### config.mk
export PLATFORM = sky130hd
export DESIGN_NAME = mnst_xfer
export DESIGN_NICKNAME = d
export VERILOG_FILES = /design/src/logic/mnst_pkg.sv /design/src/logic/mnst_xfer.sv
export VERILOG_INCLUDE_DIRS = /design/src /design/src/logic
export SDC_FILE = /design/constraint.sdc
export NUM_CORES = 1
export LEC_CHECK = 0
export BUFFER_PORTS_ARGS = -buffer_cell sky130_fd_sc_hd__buf_4
export CAP_MARGIN = 20
export CORE_MARGIN = 5
export CORE_UTILIZATION = 35
export CTS_CLUSTER_SIZE = 40
export DETAILED_ROUTE_END_ITERATION = 8
export SETUP_SLACK_MARGIN = 0.3
export SLEW_MARGIN = 10
export SYNTH_ARGS = -nofsm -noshare
export SYNTH_HDL_FRONTEND = slang
export SYNTH_SLANG_ARGS = --single-unit
### constraint.sdc
create_clock -name MCLK -period 2.7 [get_ports MCLK]
set_input_delay 0.135 -clock MCLK [delete_from_list [all_inputs] [get_ports MCLK]]
set_output_delay 0.135 -clock MCLK [all_outputs]
set_load 0.05 [all_outputs]
### src/logic/mnst_cfg.svh
`ifndef MNST_CFG_SVH
`define MNST_CFG_SVH

// operand size codes on CMD_SIZE, MEM_SIZE and RF_WR_SIZE
`define MNST_SIZE_BYTE     2'h0
`define MNST_SIZE_WORD     2'h1
`define MNST_SIZE_LONG     2'h2

// address advance per transferred longword register
`define MNST_ADDR_STEP     4

// mask layout: low byte selects the upper register bank, high byte the lower bank
`define MNST_MASK_BITS     16
`define MNST_LAST_BIT      4'hf
`define MNST_HI_BANK_BIT   3

// reset values
`define MNST_RST_MASK      16'h0000
`define MNST_RST_IDX       4'h0
`define MNST_RST_REG       5'h00

`endif

### src/logic/mnst_pkg.sv
`default_nettype none

package mnst_pkg;

    typedef enum logic [2:0] {
        MNST_IDLE = 3'b001,
        MNST_SCAN = 3'b010,
        MNST_MEM  = 3'b100
    } mnst_state_e;

    typedef logic [1:0] mnst_size_t;

endpackage

`default_nettype wire

### src/logic/mnst_xfer.sv
// Summary of operation
// - multi-longword transfer, direction from opcode variant
// - set mask bits transfer; clear bits skipped
// - mask bits 0-7 select registers 16..30
// - mask bits 8-15 select registers 0..14
// - address latched once, plus four per transfer
// - base register never written by increments
// - base overwrite mid-load does not change addresses
// - system mode may access normal-mode spaces
// - data variants data space, single-register instruction variants instruction; multi transfers always data space
// - load and store, byte word longword sizes
// - single transfers: normal tables, system rights; multi transfers use the current mode's tables and rights
`timescale 1ns/1ps
`default_nettype none
`include "mnst_cfg.svh"

module mnst_xfer #(
    parameter int ADDR_W = 32,
    parameter int DATA_W = 32
) (
    input  wire logic                 MCLK,
    input  wire logic                 RST,
    input  wire logic                 CMD_VALID,
    output logic                      CMD_READY,
    input  wire logic                 CMD_MULTI,
    input  wire logic                 CMD_TO_MEM,
    input  wire logic                 CMD_INSTR_SPACE,
    input  wire logic [1:0]           CMD_SIZE,
    input  wire logic [4:0]           CMD_REG,
    input  wire logic [15:0]          CMD_MASK,
    input  wire logic [ADDR_W-1:0]    CMD_EA,
    input  wire logic                 SYS_MODE,
    output logic      [4:0]           RF_RD_ADDR,
    input  wire logic [DATA_W-1:0]    RF_RD_DATA,
    output logic                      RF_WR_EN,
    output logic      [4:0]           RF_WR_ADDR,
    output logic      [1:0]           RF_WR_SIZE,
    output logic      [DATA_W-1:0]    RF_WR_DATA,
    output logic                      MEM_REQ,
    output logic                      MEM_WRITE,
    output logic      [ADDR_W-1:0]    MEM_ADDR,
    output logic      [1:0]           MEM_SIZE,
    output logic      [DATA_W-1:0]    MEM_WDATA,
    output logic                      MEM_NORMAL_TABLES,
    output logic                      MEM_INSTR_SPACE,
    output logic                      MEM_SYS_RIGHTS,
    input  wire logic                 MEM_ACK,
    input  wire logic [DATA_W-1:0]    MEM_RDATA,
    output logic                      DONE,
    output logic                      PRIV_TRAP
);

    generate
        if (DATA_W != 32 || ADDR_W < 8 || ADDR_W > 64)
        begin : g_bad_width
            $error("mnst_xfer: DATA_W must be 32 and ADDR_W 8..64");
        end
    endgenerate

    typedef struct packed {
        mnst_pkg::mnst_state_e st;
        logic [15:0]           mask;
        logic [ADDR_W-1:0]     addr;
        logic [3:0]            idx;
        logic                  multi;
        logic                  to_mem;
        logic                  instr_sp;
        logic                  sys;
        mnst_pkg::mnst_size_t  size;
        logic [4:0]            rd_addr;
        logic                  mem_req;
        logic [DATA_W-1:0]     wdata;
        logic                  rf_we;
        logic [4:0]            wr_reg;
        logic [DATA_W-1:0]     rf_wdata;
        logic                  done;
        logic                  trap;
    } mnst_regs_s;

    mnst_regs_s s;
    mnst_regs_s next_s;

    localparam logic [ADDR_W-1:0] STEP = ADDR_W'(`MNST_ADDR_STEP);

    // mask bit to longword register number: bits 0-7 -> 16..30, bits 8-15 -> 0..14
    function automatic logic [4:0] mnst_map(input logic [3:0] bit_no);
        mnst_map = {~bit_no[`MNST_HI_BANK_BIT], bit_no[2:0], 1'b0};
    endfunction

    always_comb
    begin
        next_s = s;
        next_s.done = 1'b0;
        next_s.trap = 1'b0;
        next_s.rf_we = 1'b0;
        case (s.st)
            mnst_pkg::MNST_IDLE:
            begin
                if (CMD_VALID)
                begin
                    if (!CMD_MULTI && !SYS_MODE)
                    begin
                        // command is consumed without any access
                        next_s.trap = 1'b1;
                    end
                    else
                    begin
                        // private copy of the address: no register write can disturb it
                        next_s.addr = CMD_EA;
                        next_s.multi = CMD_MULTI;
                        next_s.to_mem = CMD_TO_MEM;
                        next_s.instr_sp = CMD_INSTR_SPACE & ~CMD_MULTI;
                        next_s.sys = SYS_MODE;
                        next_s.mask = CMD_MASK;
                        next_s.idx = `MNST_RST_IDX;
                        if (CMD_MULTI)
                        begin
                            next_s.size = `MNST_SIZE_LONG;
                            next_s.rd_addr = mnst_map(`MNST_RST_IDX);
                        end
                        else
                        begin
                            next_s.size = CMD_SIZE;
                            next_s.rd_addr = CMD_REG;
                        end
                        next_s.st = mnst_pkg::MNST_SCAN;
                    end
                end
            end
            mnst_pkg::MNST_SCAN:
            begin
                if (!s.multi || s.mask[s.idx])
                begin
                    // store data is sampled here, one cycle after the read address settled
                    next_s.wdata = RF_RD_DATA;
                    next_s.mem_req = 1'b1;
                    next_s.st = mnst_pkg::MNST_MEM;
                end
                else if (s.idx == `MNST_LAST_BIT)
                begin
                    next_s.done = 1'b1;
                    next_s.st = mnst_pkg::MNST_IDLE;
                end
                else
                begin
                    // clear bit: no memory slot, address unchanged
                    next_s.idx = s.idx + 4'h1;
                    next_s.rd_addr = mnst_map(s.idx + 4'h1);
                end
            end
            mnst_pkg::MNST_MEM:
            begin
                if (MEM_ACK)
                begin
                    next_s.mem_req = 1'b0;
                    if (!s.to_mem)
                    begin
                        next_s.rf_we = 1'b1;
                        next_s.wr_reg = s.rd_addr;
                        next_s.rf_wdata = MEM_RDATA;
                    end
                    next_s.addr = s.addr + STEP;
                    if (!s.multi || s.idx == `MNST_LAST_BIT)
                    begin
                        next_s.done = 1'b1;
                        next_s.st = mnst_pkg::MNST_IDLE;
                    end
                    else
                    begin
                        next_s.idx = s.idx + 4'h1;
                        next_s.rd_addr = mnst_map(s.idx + 4'h1);
                        next_s.st = mnst_pkg::MNST_SCAN;
                    end
                end
            end
            default:
            begin
                next_s.st = mnst_pkg::MNST_IDLE;
                next_s.mem_req = 1'b0;
            end
        endcase
    end

    always_ff @(posedge MCLK)
    begin
        if (RST)
        begin
            s.st <= mnst_pkg::MNST_IDLE;
            s.mask <= `MNST_RST_MASK;
            s.addr <= '0;
            s.idx <= `MNST_RST_IDX;
            s.multi <= 1'b0;
            s.to_mem <= 1'b0;
            s.instr_sp <= 1'b0;
            s.sys <= 1'b0;
            s.size <= `MNST_SIZE_LONG;
            s.rd_addr <= `MNST_RST_REG;
            s.mem_req <= 1'b0;
            s.wdata <= '0;
            s.rf_we <= 1'b0;
            s.wr_reg <= `MNST_RST_REG;
            s.rf_wdata <= '0;
            s.done <= 1'b0;
            s.trap <= 1'b0;
        end
        else
        begin
            s <= next_s;
        end
    end

    assign CMD_READY = (s.st == mnst_pkg::MNST_IDLE);
    assign RF_RD_ADDR = s.rd_addr;
    assign RF_WR_EN = s.rf_we;
    assign RF_WR_ADDR = s.wr_reg;
    assign RF_WR_SIZE = s.size;
    assign RF_WR_DATA = s.rf_wdata;
    assign MEM_REQ = s.mem_req;
    assign MEM_WRITE = s.to_mem;
    assign MEM_ADDR = s.addr;
    assign MEM_SIZE = s.size;
    assign MEM_WDATA = s.wdata;
    // normal-space access: normal tables for translation, system rights for protection
    assign MEM_NORMAL_TABLES = ~s.multi | ~s.sys;
    assign MEM_INSTR_SPACE = s.instr_sp;
    assign MEM_SYS_RIGHTS = s.sys;
    assign DONE = s.done;
    assign PRIV_TRAP = s.trap;

endmodule

`default_nettype wire
==> results of run 1 <==
-- Yosys cell counts, types with 4 or more instances --
cell type and number:
sky130_fd_sc_hd__a211oi_1 9, sky130_fd_sc_hd__a21oi_1 88, sky130_fd_sc_hd__a221oi_1 7, sky130_fd_sc_hd__a22oi_1 4
sky130_fd_sc_hd__a31oi_1 8, sky130_fd_sc_hd__a32o_1 8, sky130_fd_sc_hd__and3_1 6, sky130_fd_sc_hd__buf_4 113
sky130_fd_sc_hd__clkbuf_1 46, sky130_fd_sc_hd__dfxtp_1 139, sky130_fd_sc_hd__inv_1 12, sky130_fd_sc_hd__mux2_2 5
sky130_fd_sc_hd__mux2i_1 38, sky130_fd_sc_hd__nand2_1 213, sky130_fd_sc_hd__nand3_1 16, sky130_fd_sc_hd__nand4_1 7
sky130_fd_sc_hd__nor2_1 43, sky130_fd_sc_hd__nor2b_1 5, sky130_fd_sc_hd__nor3_1 17, sky130_fd_sc_hd__nor4_1 6
sky130_fd_sc_hd__o21a_1 6, sky130_fd_sc_hd__o21ai_0 18, sky130_fd_sc_hd__o22ai_1 6
-- per-stage QoR --
stage	util (%)	power [uW]	area [sq um]	setup WS [ns]
floorplan	-	2610	7060	0.658
global placement	41.6	2860	8340	0.321
detailed placement	41.6	2860	8340	0.288
CTS	49.2	5200	9850	0.415
global route	49.2	5350	9860	0.331
finish	49.2	5130	9860	0.476
-- state kept, by name, indices dropped and copies added, names as in the netlist --
name	flops
RF_RD_ADDR	5
MEM_SIZE	2
RF_WR_ADDR	5
PRIV_TRAP	1
RF_WR_EN	1
s	24
MEM_REQ	1
DONE	1
MEM_INSTR_SPACE	1
RF_WR_DATA	32
MEM_WDATA	32
MEM_WRITE	1
MEM_SYS_RIGHTS	1
MEM_ADDR	32
-- cell families after synthesis --
group,count (synthesis),share of synthesized area [%]
AO/OA/AOI/OAI,183,16.3
XOR/XNOR,3,0.372
adder cells (fa/ha/maj),2,0.355
buffers and inverters,178,15.8
flip-flops,139,39.4
multiplexers,46,7.15
AND/OR/NAND/NOR,335,20.6
-- worst min-delay path: stages --
cell and delay, ns:
sky130_fd_sc_hd__buf_4 0.11, sky130_fd_sc_hd__nand2_1 0.07, sky130_fd_sc_hd__a21oi_1 0.06
-- routing by layer --
layer	vias to the layer above	wire length [um]	GRT usage, %
li1	3369	-	-
met1	3075	9460	22.8
met2	228	10100	29.4
met3	28	1530	5.94
met4	0	387	5.91
met5	-	0	0
-- power by group --
group	internal [uW]	switching, uW	total (uW)
Clock	1240	963	2210
Sequential	2100	51.6	2160
Combinational	357	414	771
-- cell type report --
cell class,instances,area (sq um)
clock buffer,19,453
clock inverter,13,108
fill,1912,10200
inverter,13,61.3
multi-input combinational,569,3180
sequential,139,2790
tap,270,338
timing repair buffer,356,2930
-- repair_timing --
| action | 4_1_cts | 5_1_grt |
|---|---|---|
| pin swaps | 1 | 0 |
| setup buffers | 1 | 0 |
| resized for setup | 0 | 2 |
| hold endpoints to repair | 92 | 0 |
| hold buffers | 93 | 0 |
| endpoints found under the setup margin | 7 | 1 |
-- cells in the final DEF (no fill, tap or decap), drive strengths merged, types with 9 or more instances in the layout --
cell and instances:
a211oi 9, a21oi 90, buf 263, clkbuf 19
dfxtp 139, dlygate4sd3 93, inv 17, mux2i 38
nand2 213, nand3 16, nor2 43, nor3 17
o21ai 19
-- how the worst min path moves through the flow --
| stage | startpoint | to | cells after the start |
|---|---|---|---|
| 2_1_floorplan | SYS_MODE | PRIV_TRAP$_SDFF_PP0_ | 1 |
| 3_3_place_gp | SYS_MODE | PRIV_TRAP$_SDFF_PP0_ | 2 |
| 4_1_cts | MEM_RDATA[20] | RF_WR_DATA[20]$_SDFFE_PP0P_ | 3 |
| 6_report | MEM_RDATA[3] | RF_WR_DATA[3]$_SDFFE_PP0P_ | 3 |
| 3_5_place_dp | SYS_MODE | PRIV_TRAP$_SDFF_PP0_ | 2 |
| 5_1_grt | MEM_RDATA[20] | RF_WR_DATA[20]$_SDFFE_PP0P_ | 3 |
==> results, run 1 <==
- The flow ran to the end, and the final reports show no timing, DRC or antenna violations.
- The CTS clock-pin slew for the worst setup and hold paths is around 0.060 ns.
- The total of endpoints with negative setup slack in the final report is 0.
- Sequential elements use 39.4% of the synthesized area.
- The tree built by TritonCTS fans out to roughly 140 sinks.
- The worst-path cell with the longest stage delay is sky130_fd_sc_hd__or3b_1.
- The repair_antennas step left the layout with diodes totalling 0.
- The count of unique library cells instantiated by Yosys is 65.
- For this design the static power due to leakage is ~0.0040 uW.
- Excluding fillers, the count of instances in the completed layout stands at approximately 1400.
- Global routing consumed, over all layers together, 18.1% of the routing resources.
- The cell area after technology mapping is about 7100 sq um.
- The category of cells accounting for the largest share of critical-path delay is simple AND/OR/NAND/NOR gates.
- The via count of the first global-routing pass was between 6000 and 7000.
- The most critical setup path has its endpoint at MEM_ADDR[29]$_SDFFE_PP0P_.
- Data on the critical path arrives at its endpoint at 2.56 ns.
- The share of the synthesized area in the top cell type is 39.4%.
- TritonCTS built the clock tree.
- The total number of cells along the worst setup path is 6.
- The most frequently used flop master after synthesis is sky130_fd_sc_hd__dfxtp_1.
- The required time at the worst-slack endpoint is 3.03 ns.
- The die height is roughly 150 um.
- Once placement completed, the tool counted placed cells totaling between 1000 and 1500.
- The kind of start point of the critical path is a register.
- The number of cells on the worst reg-to-reg path is 6.
- The routability congestion estimate from global placement is between 0.8 and 0.9.
- The clock root buffer is sky130_fd_sc_hd__clkbuf_16.
- Across the run, the number of max-cap violations was 0.
- The synthesized design contains 139 register bits.
- After floorplanning, the core was sized to cover around 20000 sq um.
- The delay of the slowest cell on the worst path is about 0.57 ns.
- Entering global routing, the biggest net connects 41 pins.
- The routed wire length is about 22 mm.
- The initial standard-cell utilization of the core is a little over a third.
- The most critical setup path has its startpoint at s[136]$_SDFFE_PP1P_.
- The startpoint identified for the worst register-to-register timing path is s[136]$_SDFFE_PP1P_.
- In this run the critical register-to-register path is captured at MEM_ADDR[29]$_SDFFE_PP0P_.
- In this run the remaining antenna-violating nets after routing total 0.
- Yosys attributes the largest share of cell area to sky130_fd_sc_hd__dfxtp_1 (39%), sky130_fd_sc_hd__buf_4 (12%), sky130_fd_sc_hd__nand2_1 (11%).
- The wire length of the first global-routing pass is about 35 mm.
- The worst-path maximum fanout is 8.
- Detailed placement ended at an HPWL of about 14 mm.
- At the later pin of the worst-skew pair, clock insertion delay measures around 0.42 ns.
- In this run the core area contains 52 standard-cell rows.
- From left edge to right edge, the die measures between 150 and 200 um.
- For the pin with the worst max-slew slack, the measured transition is 0.728 ns.
- The clock tree synthesis step divided the H-tree into 4 levels.
- For this run, the top clock speed supported by timing is 0.450 GHz.
- In the routed layout, each cell is associated on average with a via count of ~4.9.
- For this design the ratio of total power to cell area is approximately 520 nW/um^2.
- Cells with a size suffix above 1 make up 29.0% of the layout.
- The average instance in the mapped netlist occupies roughly 8 sq um.
- The number of optimization iterations in the first detailed-route pass is 5.
- The clock period could shrink to ~2.2 ns.
- The headroom to the max-slew limit is about 51%.
- Traced cell by cell, the critical path runs through or3b_1, clkinv_8, a21boi_2, or3_1, or4_1, a31oi_1.
- The tightest hold path in the finished design has a slack of about 0.011 ns.
- The net total in the final layout is 1225.
- The floorplan die area is roughly 23000 sq um.
- Summed over all layers, the global routing overflow is 0.
- Summing over every cut layer, the via total after detailed routing is 6700.
- Clock tree synthesis inserted a total of 17 buffers.
- Setup repair after global routing left no endpoint under its margin.
- The number of antenna violations at the first check in global routing is 0.
- The endpoint kind of the worst setup timing path is a register.
- For this run, design rule violations remaining after detail routing come to 0.
- The worst hold path class is primary input to register.
- The summed negative setup slack over all endpoints is 0 ns.
- The area growth from synthesis to layout is 39.7%.
- Summed over all instances, the cell type with the most area after synthesis is sky130_fd_sc_hd__dfxtp_1.
- The final hold violation count is 0.
- After technology mapping, the gate count stands at ~900.
- Across all register-to-register paths, the minimum setup slack is between 0.4 and 0.5 ns.
- The count of buffers added on input and output ports is 245.
- The number of max-slew violations in the final report was 0.
- The clock arrives with roughly 0.012 ns of skew.
- Together, buffers and inverters on the worst path number 1.
- After the first detailed-routing iteration, the DRC count stood at about 340.
- approximately 250 I/O pins were placed.
- The final critical path takes up between 80% and 90% of the cycle.
- The worst-case IR drop observed on VDD is between 0.4 and 0.5 mV.
- Yosys printed 0 warnings.
- Of all flip-flops after synthesis, the portion carrying an async set or reset was 0%.
- The number of nets in the synthesized netlist is about 1000.
- The number of enable flip-flop cells after synthesis is 0.
- The critical path class is register to register.
- The maximum buffer depth of the clock tree is 2.
- The average routed wire per standard cell is approximately 16 um.
Power figures use the tool's default switching activity.
==> run 2: changes to the inputs <==
==> constraint.sdc (replaced) <==
create_clock -name MCLK -period 2.1 [get_ports MCLK]
set_input_delay 0.105 -clock MCLK [delete_from_list [all_inputs] [get_ports MCLK]]
set_output_delay 0.105 -clock MCLK [all_outputs]
set_load 0.05 [all_outputs]
==> run 2 against run 1 <==
  * Non-clock buffer count up 54
  * Clock power grew 33%
  * Design area rose by 9.4%
  * Register-to-register slack got worse by 0.28 ns
  * Global-route usage grew 0.65 points
  * Highest routed layer unchanged
  * Via count is 5.5% higher
==> results, run 2 (synthesis gave the netlist of run 1 again) <==
- The tree is rooted in a sky130_fd_sc_hd__clkbuf_16.
- The number of antenna violations at the first check in global routing is 0.
- The number of vias in the routed layout is between 7000 and 8000.
- In this run the most critical hold path is launched from CMD_EA[13].
- On the critical path, the stage with the largest delay is an instance of sky130_fd_sc_hd__mux4_2.
- TritonCTS built the clock tree.
- The clock buffer count from CTS is 17.
- For the pin with the worst max-slew slack, the measured transition is 0.546 ns.
- The max-capacitance violation count is 0.
- Setup total negative slack on the finished layout was measured at 0 ns.
- Leaving out fill and tap cells, the most frequent cell in the layout is sky130_fd_sc_hd__buf_4.
- The floorplan step defined a core boundary enclosing 20000 sq um.
- Summed over all nets, wire length on met2 after detailed routing comes to ~11 mm.
- Pin placement for this block handled approximately 250 I/O pins.
- The maximum buffer depth of the clock tree is 2.
- The average routed wire per standard cell is approximately 16 um.
- The initial standard-cell utilization of the core is between 30% and 40%.
- The floorplan die area is 23100 sq um.
- The multi-input combinational cells in the finished layout cover a total of 3460 sq um.
- The pin count of the biggest net entering global routing is 90.
- Along the worst hold path, the cell count comes to 3.
- The register area is 2820 sq um.
- The power density normalized to cell area is 637 nW/um^2.
- The clock sink count is about 140.
- For the worst setup path, the data required time is ~2.4 ns.
- The highest metal layer used by the detailed router is met4.
- The run finished with clean final reports.
- Setup repair after global routing could not meet its margin everywhere.
- The number of fillers in the final layout is approximately 1800.
- The die height is roughly 150 um.
- The kind of start point of the critical path is a register.
- The clock tree synthesis step divided the H-tree into 4 levels.
- STA classifies the critical path endpoint as a register.
- The signal on the critical path passes through mux4_2, a22oi_2, o21a_2, buf_4, nand2_1, a2111oi_2.
- The path with the worst hold slack has its endpoint at MEM_ADDR[13]$_SDFFE_PP0P_.
- The path class of the tightest hold or removal check is primary input to register.
- The number of cells on the worst reg-to-reg path is 6.
- The total power of the final layout is 6870 uW.
- The repair_antennas step left the layout with diodes totalling 0.
- The worst setup margin is about 0.2 ns.
- The via count of the first global-routing pass is 6893.
- The worst path uses 90.5% of the clock period.
- The CTS clock-pin slew for the worst setup and hold paths is ~0.070 ns.
- For this run, design rule violations remaining after detail routing come to 0.
- At the placement stage, the worst setup path has a slack of 0.0560 ns.
- The total length of routed met3 wires is between 1.5 and 2 mm.
- The critical path class is register to register.
- The beginning of the worst register-to-register path is s[85]$_SDFFE_PP0P_.
- The area growth from synthesis to layout is 52.9%.
- Headroom to the max-slew limit came out at a little under two thirds.
- The port buffer count is roughly 250.
- The worst-case IR drop observed on VDD is approximately 0.6 mV.
- The post-route clock skew is 0.00732 ns.
- The detailed placer's ending HPWL is 14.8 mm.
- The first TritonRoute pass finished after 5 iterations.
- The final hold violation count is 0.
- The end of the worst register-to-register path is s[137]$_SDFFE_PP0P_.
- The shortest clock period the worst path allows after layout is 1.90 ns.
- The data arrival time of the critical path is between 2 and 2.5 ns.
- The number of nets still failing antenna checks after routing is 0.
- The library cells used most frequently in the layout, excluding fill and tap cells, are sky130_fd_sc_hd__buf_4 (287), sky130_fd_sc_hd__nand2_1 (209), sky130_fd_sc_hd__dfxtp_1 (123).
- The net total in the final layout is about 1300.
- The wire length of the first global-routing pass is 36.0 mm.
- The total number of placement rows is 52.
- The die is between 150 and 200 um wide.
- In this design, the stage delay of the slowest critical-path cell is approximately 0.50 ns.
- The total global routing track utilization is between 10% and 20%.
- The insertion delay of the later-clocked pin in the worst-skew pair is between 0.4 and 0.5 ns.
- For this run, the top clock speed supported by timing is approximately 0.53 GHz.
- The worst register-to-register path has a setup slack of between 0.15 and 0.2 ns.
- Summed over all layers, the routed wires come to between 20 and 25 mm.
- The worst-path maximum fanout is 4.
- The number of max-slew violations in the final report was 0.
- Setup violations remaining at the end of the flow were counted as 0.
- The total overflow left after global routing is 0.
- The static leakage is 0.00444 uW.
- The first-iteration detailed-routing DRC count is ~400.
- The share of final-layout standard cells stronger than drive strength 1 is a little under two fifths.
- The routability congestion estimate from global placement is ~0.86.
- The met1 wire length is between 9 and 10 mm.
- Using the TritonRoute via totals, the vias-per-cell ratio works out to around 4.9.
## run 2: cell types whose count changed in the layout (fill, tap and decap cells not counted), moves of 6 or more
cell,change
sky130_fd_sc_hd__buf_6,+10
sky130_fd_sc_hd__buf_12,+7
sky130_fd_sc_hd__dfxtp_1,-14
sky130_fd_sc_hd__dfxtp_4,+6
sky130_fd_sc_hd__nor2_1,-7
sky130_fd_sc_hd__dlygate4sd3_1,+8
sky130_fd_sc_hd__dfxtp_2,+8
sky130_fd_sc_hd__buf_4,+26
## run 2: worst max-delay path by stage
stage | from | endpoint | depth (start not counted)
3_5_place_dp | s[86]$_SDFFE_PP0P_ | MEM_WDATA[15]$_SDFFE_PP0P_ | 6
3_3_place_gp | s[86]$_SDFFE_PP0P_ | RF_RD_ADDR[4]$_SDFFE_PP0P_ | 6
4_1_cts | s[85]$_SDFFE_PP0P_ | RF_RD_ADDR[4]$_SDFFE_PP0P_ | 6
5_1_grt | s[137]$_SDFFE_PP0P_ | MEM_ADDR[27]$_SDFFE_PP0P_ | 8
2_1_floorplan | s[85]$_SDFFE_PP0P_ | RF_RD_ADDR[4]$_SDFFE_PP0P_ | 6
6_report | s[85]$_SDFFE_PP0P_ | s[137]$_SDFFE_PP0P_ | 6
## run 2: area by class of cell
class / instances / area share, %
clock buffer: 17 / 3.94
tap: 270 / 3.13
inverter: 13 / 0.568
multi-input combinational: 570 / 32.1
sequential: 139 / 26.1
timing repair buffer: 410 / 32.8
clock inverter: 15 / 1.37
## run 2: power by group
group	switching [uW]	leakage, uW	internal [uW]	total [uW]
Sequential	60.1	0.00113	2700	2760
Combinational	603	0.00302	581	1180
Clock	1350	0.000284	1580	2930
Total	2020	0.00444	4860	6870
## run 2: metrics by stage
stage                     instance area [sq um]  hold WS (ns)  instances  util, %
final                                     10800        0.0256       1434     53.8
after global routing                      10800        0.0438       1434     53.8
after CTS                                 10500       0.00855       1425     52.3
after detailed placement                   8640         0.312       1278     43.1
after global placement                     8640         0.313       1278     43.1
after floorplan                            7130         0.180        886        -
## run 2: layer usage
metal | vias to the layer above | GRT usage (%)
li1 | 3489 | -
met1 | 3283 | 24.0
met2 | 262 | 30.1
met3 | 35 | 5.86
met4 | 0 | 6.59
met5 | - | 0
## run 2: worst max-delay path, delay by kind of cell, from the launching register on
family          cells  cell delay [ns]
compound gates      3             0.68
buf+inv             1             0.15
flops               1             0.38
mux                 1             0.50
simple gates        1             0.07
## run 2: timing repair
item | 4_1_cts | 5_1_grt
gates cloned | 3 | 1
setup buffers | 11 | 8
endpoints found under the setup margin | 72 | 82
endpoints found under the hold margin | 103 | 0
pin swaps | 7 | 26
resized for setup | 26 | 67
hold buffers | 101 | 0
==> run 3: changes to the inputs <==
==> constraint.sdc (replaced) <==
create_clock -name MCLK -period 1.8 [get_ports MCLK]
set_input_delay 0.09 -clock MCLK [delete_from_list [all_inputs] [get_ports MCLK]]
set_output_delay 0.09 -clock MCLK [all_outputs]
set_load 0.05 [all_outputs]
==> run 3 against run 2 <==
  * The run now ends with setup timing left
  * Design area is 26% higher
  * Count of clock-buffer cells in the layout is 1 higher
  * Combinational power is 65% higher
  * Sequential cell count stayed put
  * Critical path depth is 5 higher
  * Highest routed layer unchanged
==> results, run 3 (synthesis gave the netlist of run 1 again) <==
- The number of levels in the clock H-tree is 4.
- The summed negative setup slack over all endpoints is -3.13 ns.
- The library cell used most frequently in the layout, excluding fill and tap cells, is sky130_fd_sc_hd__buf_4.
- For the pin with the worst max-slew slack, the measured transition is between 0.7 and 0.8 ns.
- After the first detailed-routing iteration, the DRC count stood at approximately 340.
- The via count of the first global-routing pass is approximately 7700.
- The worst path in the final design needs a cycle of about 1.9 ns, including I/O delays and setup.
- Setup violations remaining at the end of the flow were counted as 85.
- During I/O placement, the number of pins put on the boundary was approximately 250.
- Counting cells, the worst reg-to-reg path comes to 11.
- The first detailed-routing pass took 5 iterations.
- The count of buffers added on input and output ports is approximately 250.
- The worst setup path is captured at a register.
- Entering global routing, the biggest net connects 103 pins.
- The setup path with the least slack is of type register to register.
- STA puts the critical path data arrival time at between 2 and 2.5 ns.
- The routability congestion estimate from global placement is roughly 0.84.
- Summing all multi-input logic gate instances after layout gives 4700 sq um.
- The area growth from synthesis to layout is 92.0%.
- Dividing the final minimum period by the clock period gives 108%.
- The floorplan die area is roughly 23000 sq um.
- The number of nets still failing antenna checks after routing is 0.
- Measured along the x axis, the die boundary spans between 150 and 200 um.
- The number of antenna diodes in the final layout is 0.
- In the layout the commonest cells are sky130_fd_sc_hd__buf_4 (315), sky130_fd_sc_hd__nand2_1 (133), sky130_fd_sc_hd__dfxtp_1 (122).
- Along the worst path, the maximum fanout reaches 5.
- The number of antenna violations at the first check in global routing is 0.
- TritonCTS created 17 clock buffers.
- For this configuration, the core starts out at a cell density of roughly a third.
- The number of max-slew violations in the final report is 0.
- The number of fillers in the final layout is 1430.
- The number of remaining DRC errors is 0.
- The wire length of the first global-routing pass is 41.6 mm.
- The final hold violation count is 0.
- The routed wire length is 28.9 mm.
- The maximum operating frequency is roughly 0.51 GHz.
- After floorplanning, the core was divided into between 50 and 60 placement rows.
- The register area is roughly 2800 sq um.
- Measured on the finished design, the core utilization comes to approximately 68%.
- The max-capacitance violation count is 0.
- The post-route clock skew is around 0.01 ns.
- The path class of the tightest hold or removal check is primary input to register.
- The maximum buffer depth of the clock tree is 2.
- Setup repair after global routing could not meet its margin everywhere.
- Clock tree synthesis found a total of 139 sinks.
- For this design the ratio of total power to cell area is approximately 640 nW/um^2.
- The required time at the worst-slack endpoint is ~2.1 ns.
- The average routed wire per standard cell is 18.8 um.
- At the end of the flow, the number of nets in the layout was about 1400.
- For the worst-skew pair, the clock arrives at the later sink with an insertion delay of approximately 0.42 ns.
- The total global routing track utilization is 21.8%.
- The final reports fail on setup timing.
- The worst hold path passes through 3 cells.
- Across the VDD grid, the largest voltage drop is around 0.5 mV.
- The run finished, with violations left.
- Using the TritonRoute via totals, the vias-per-cell ratio works out to between 5 and 6.
- Measured against its own limit, the worst slew margin works out to between 40% and 50%.
- The worst hold margin is about 0.014 ns.
- TritonCTS built the clock tree.
- In this run the standard cell core region covers between 20000 and 25000 sq um.
- The analysis attributes to cell leakage a power of about 0.0059 uW.
- Summed over all layers, the global routing overflow is 0.
- Detailed placement finished with a half-perimeter wire length of around 16 mm.
- STA classifies the critical path startpoint as a register.
- Setup slack on the critical path of the routed design comes to -0.144 ns.
- The placement-stage worst setup slack is -0.167 ns.
- The die height is between 150 and 200 um.
- The clock root buffer is sky130_fd_sc_hd__clkbuf_16.
- The routed layout has 7876 vias.
- Clock-pin slew was measured on the worst setup and hold paths at approximately 0.070 ns.
- The share of final-layout standard cells stronger than drive strength 1 is 57.6%.
[run 3: changes by cell type in the layout (fill, tap and decap cells not counted), sizes merged, moves of 2 or more]
cell,before,now
inv,22,20
clkinv,6,3
clkbuf,18,21
buf,308,411
clkinvlp,0,3
[run 3: power by group]
part | leakage, uW | switching (uW) | internal, uW | total [uW]
clock | 0.000280 | 1530 | 1990 | 3520
sequential | 0.00113 | 66.9 | 3150 | 3220
combinational | 0.00444 | 960 | 994 | 1950
total | 0.00585 | 2550 | 6140 | 8690
[run 3: worst paths after layout]
path	start	to	slack (ns)
min reg2reg	RF_WR_DATA[30]$_SDFFE_PP0P_	RF_WR_DATA[30]$_SDFFE_PP0P_	0.46
max reg2reg	s[137]$_SDFFE_PP0P_	RF_WR_DATA[5]$_SDFFE_PP0P_	-0.14
min	CMD_EA[21]	MEM_ADDR[21]$_SDFFE_PP0P_	0.01
max	s[137]$_SDFFE_PP0P_	RF_WR_DATA[5]$_SDFFE_PP0P_	-0.14
[run 3: per-stage QoR]
step / instance area (sq um) / total power [uW] / instances
floorplan: 7410 / 3980 / 886
global placement: 9240 / 4470 / 1326
detailed placement: 9240 / 4480 / 1326
CTS: 12300 / 8470 / 1524
global route: 13500 / 8990 / 1540
finish: 13500 / 8690 / 1540
[run 3: repair_timing]
item | CTS | global route
gates cloned | 19 | 5
pin swaps | 65 | 140
hold buffers | 101 | 0
endpoints found under the setup margin | 138 | 138
endpoints found under the hold margin | 99 | 0
gates resized for setup | 175 | 245
setup buffers | 46 | 11
[run 3: area by class of cell]
cell class,count,share of cell area [%]
Clock buffer,18,3.24
Multi-Input combinational cell,570,34.7
Inverter,13,0.453
Sequential cell,139,20.8
Clock inverter,14,1.09
Tap cell,270,2.49
Timing Repair Buffer,516,37.2
[run 3: worst max-delay path, stage by stage, from the launching register on]
cell and delay [ns]:
sky130_fd_sc_hd__dfxtp_2 0.33, sky130_fd_sc_hd__buf_6 0.13, sky130_fd_sc_hd__nand4bb_4 0.24, sky130_fd_sc_hd__buf_6 0.15, sky130_fd_sc_hd__buf_6 0.12, sky130_fd_sc_hd__buf_6 0.11
sky130_fd_sc_hd__nor2_4 0.17, sky130_fd_sc_hd__buf_6 0.16, sky130_fd_sc_hd__buf_12 0.10, sky130_fd_sc_hd__buf_16 0.13, sky130_fd_sc_hd__nand2_4 0.06, sky130_fd_sc_hd__a21oi_2 0.17
[run 3: per-layer routing]
metal,global-route usage [%],wire length [um],up-vias
met5,0,0,-
met4,5.22,501,0
met3,6.09,2030,42
met2,37.6,14600,333
met1,27.1,11700,3791
li1,-,-,3710
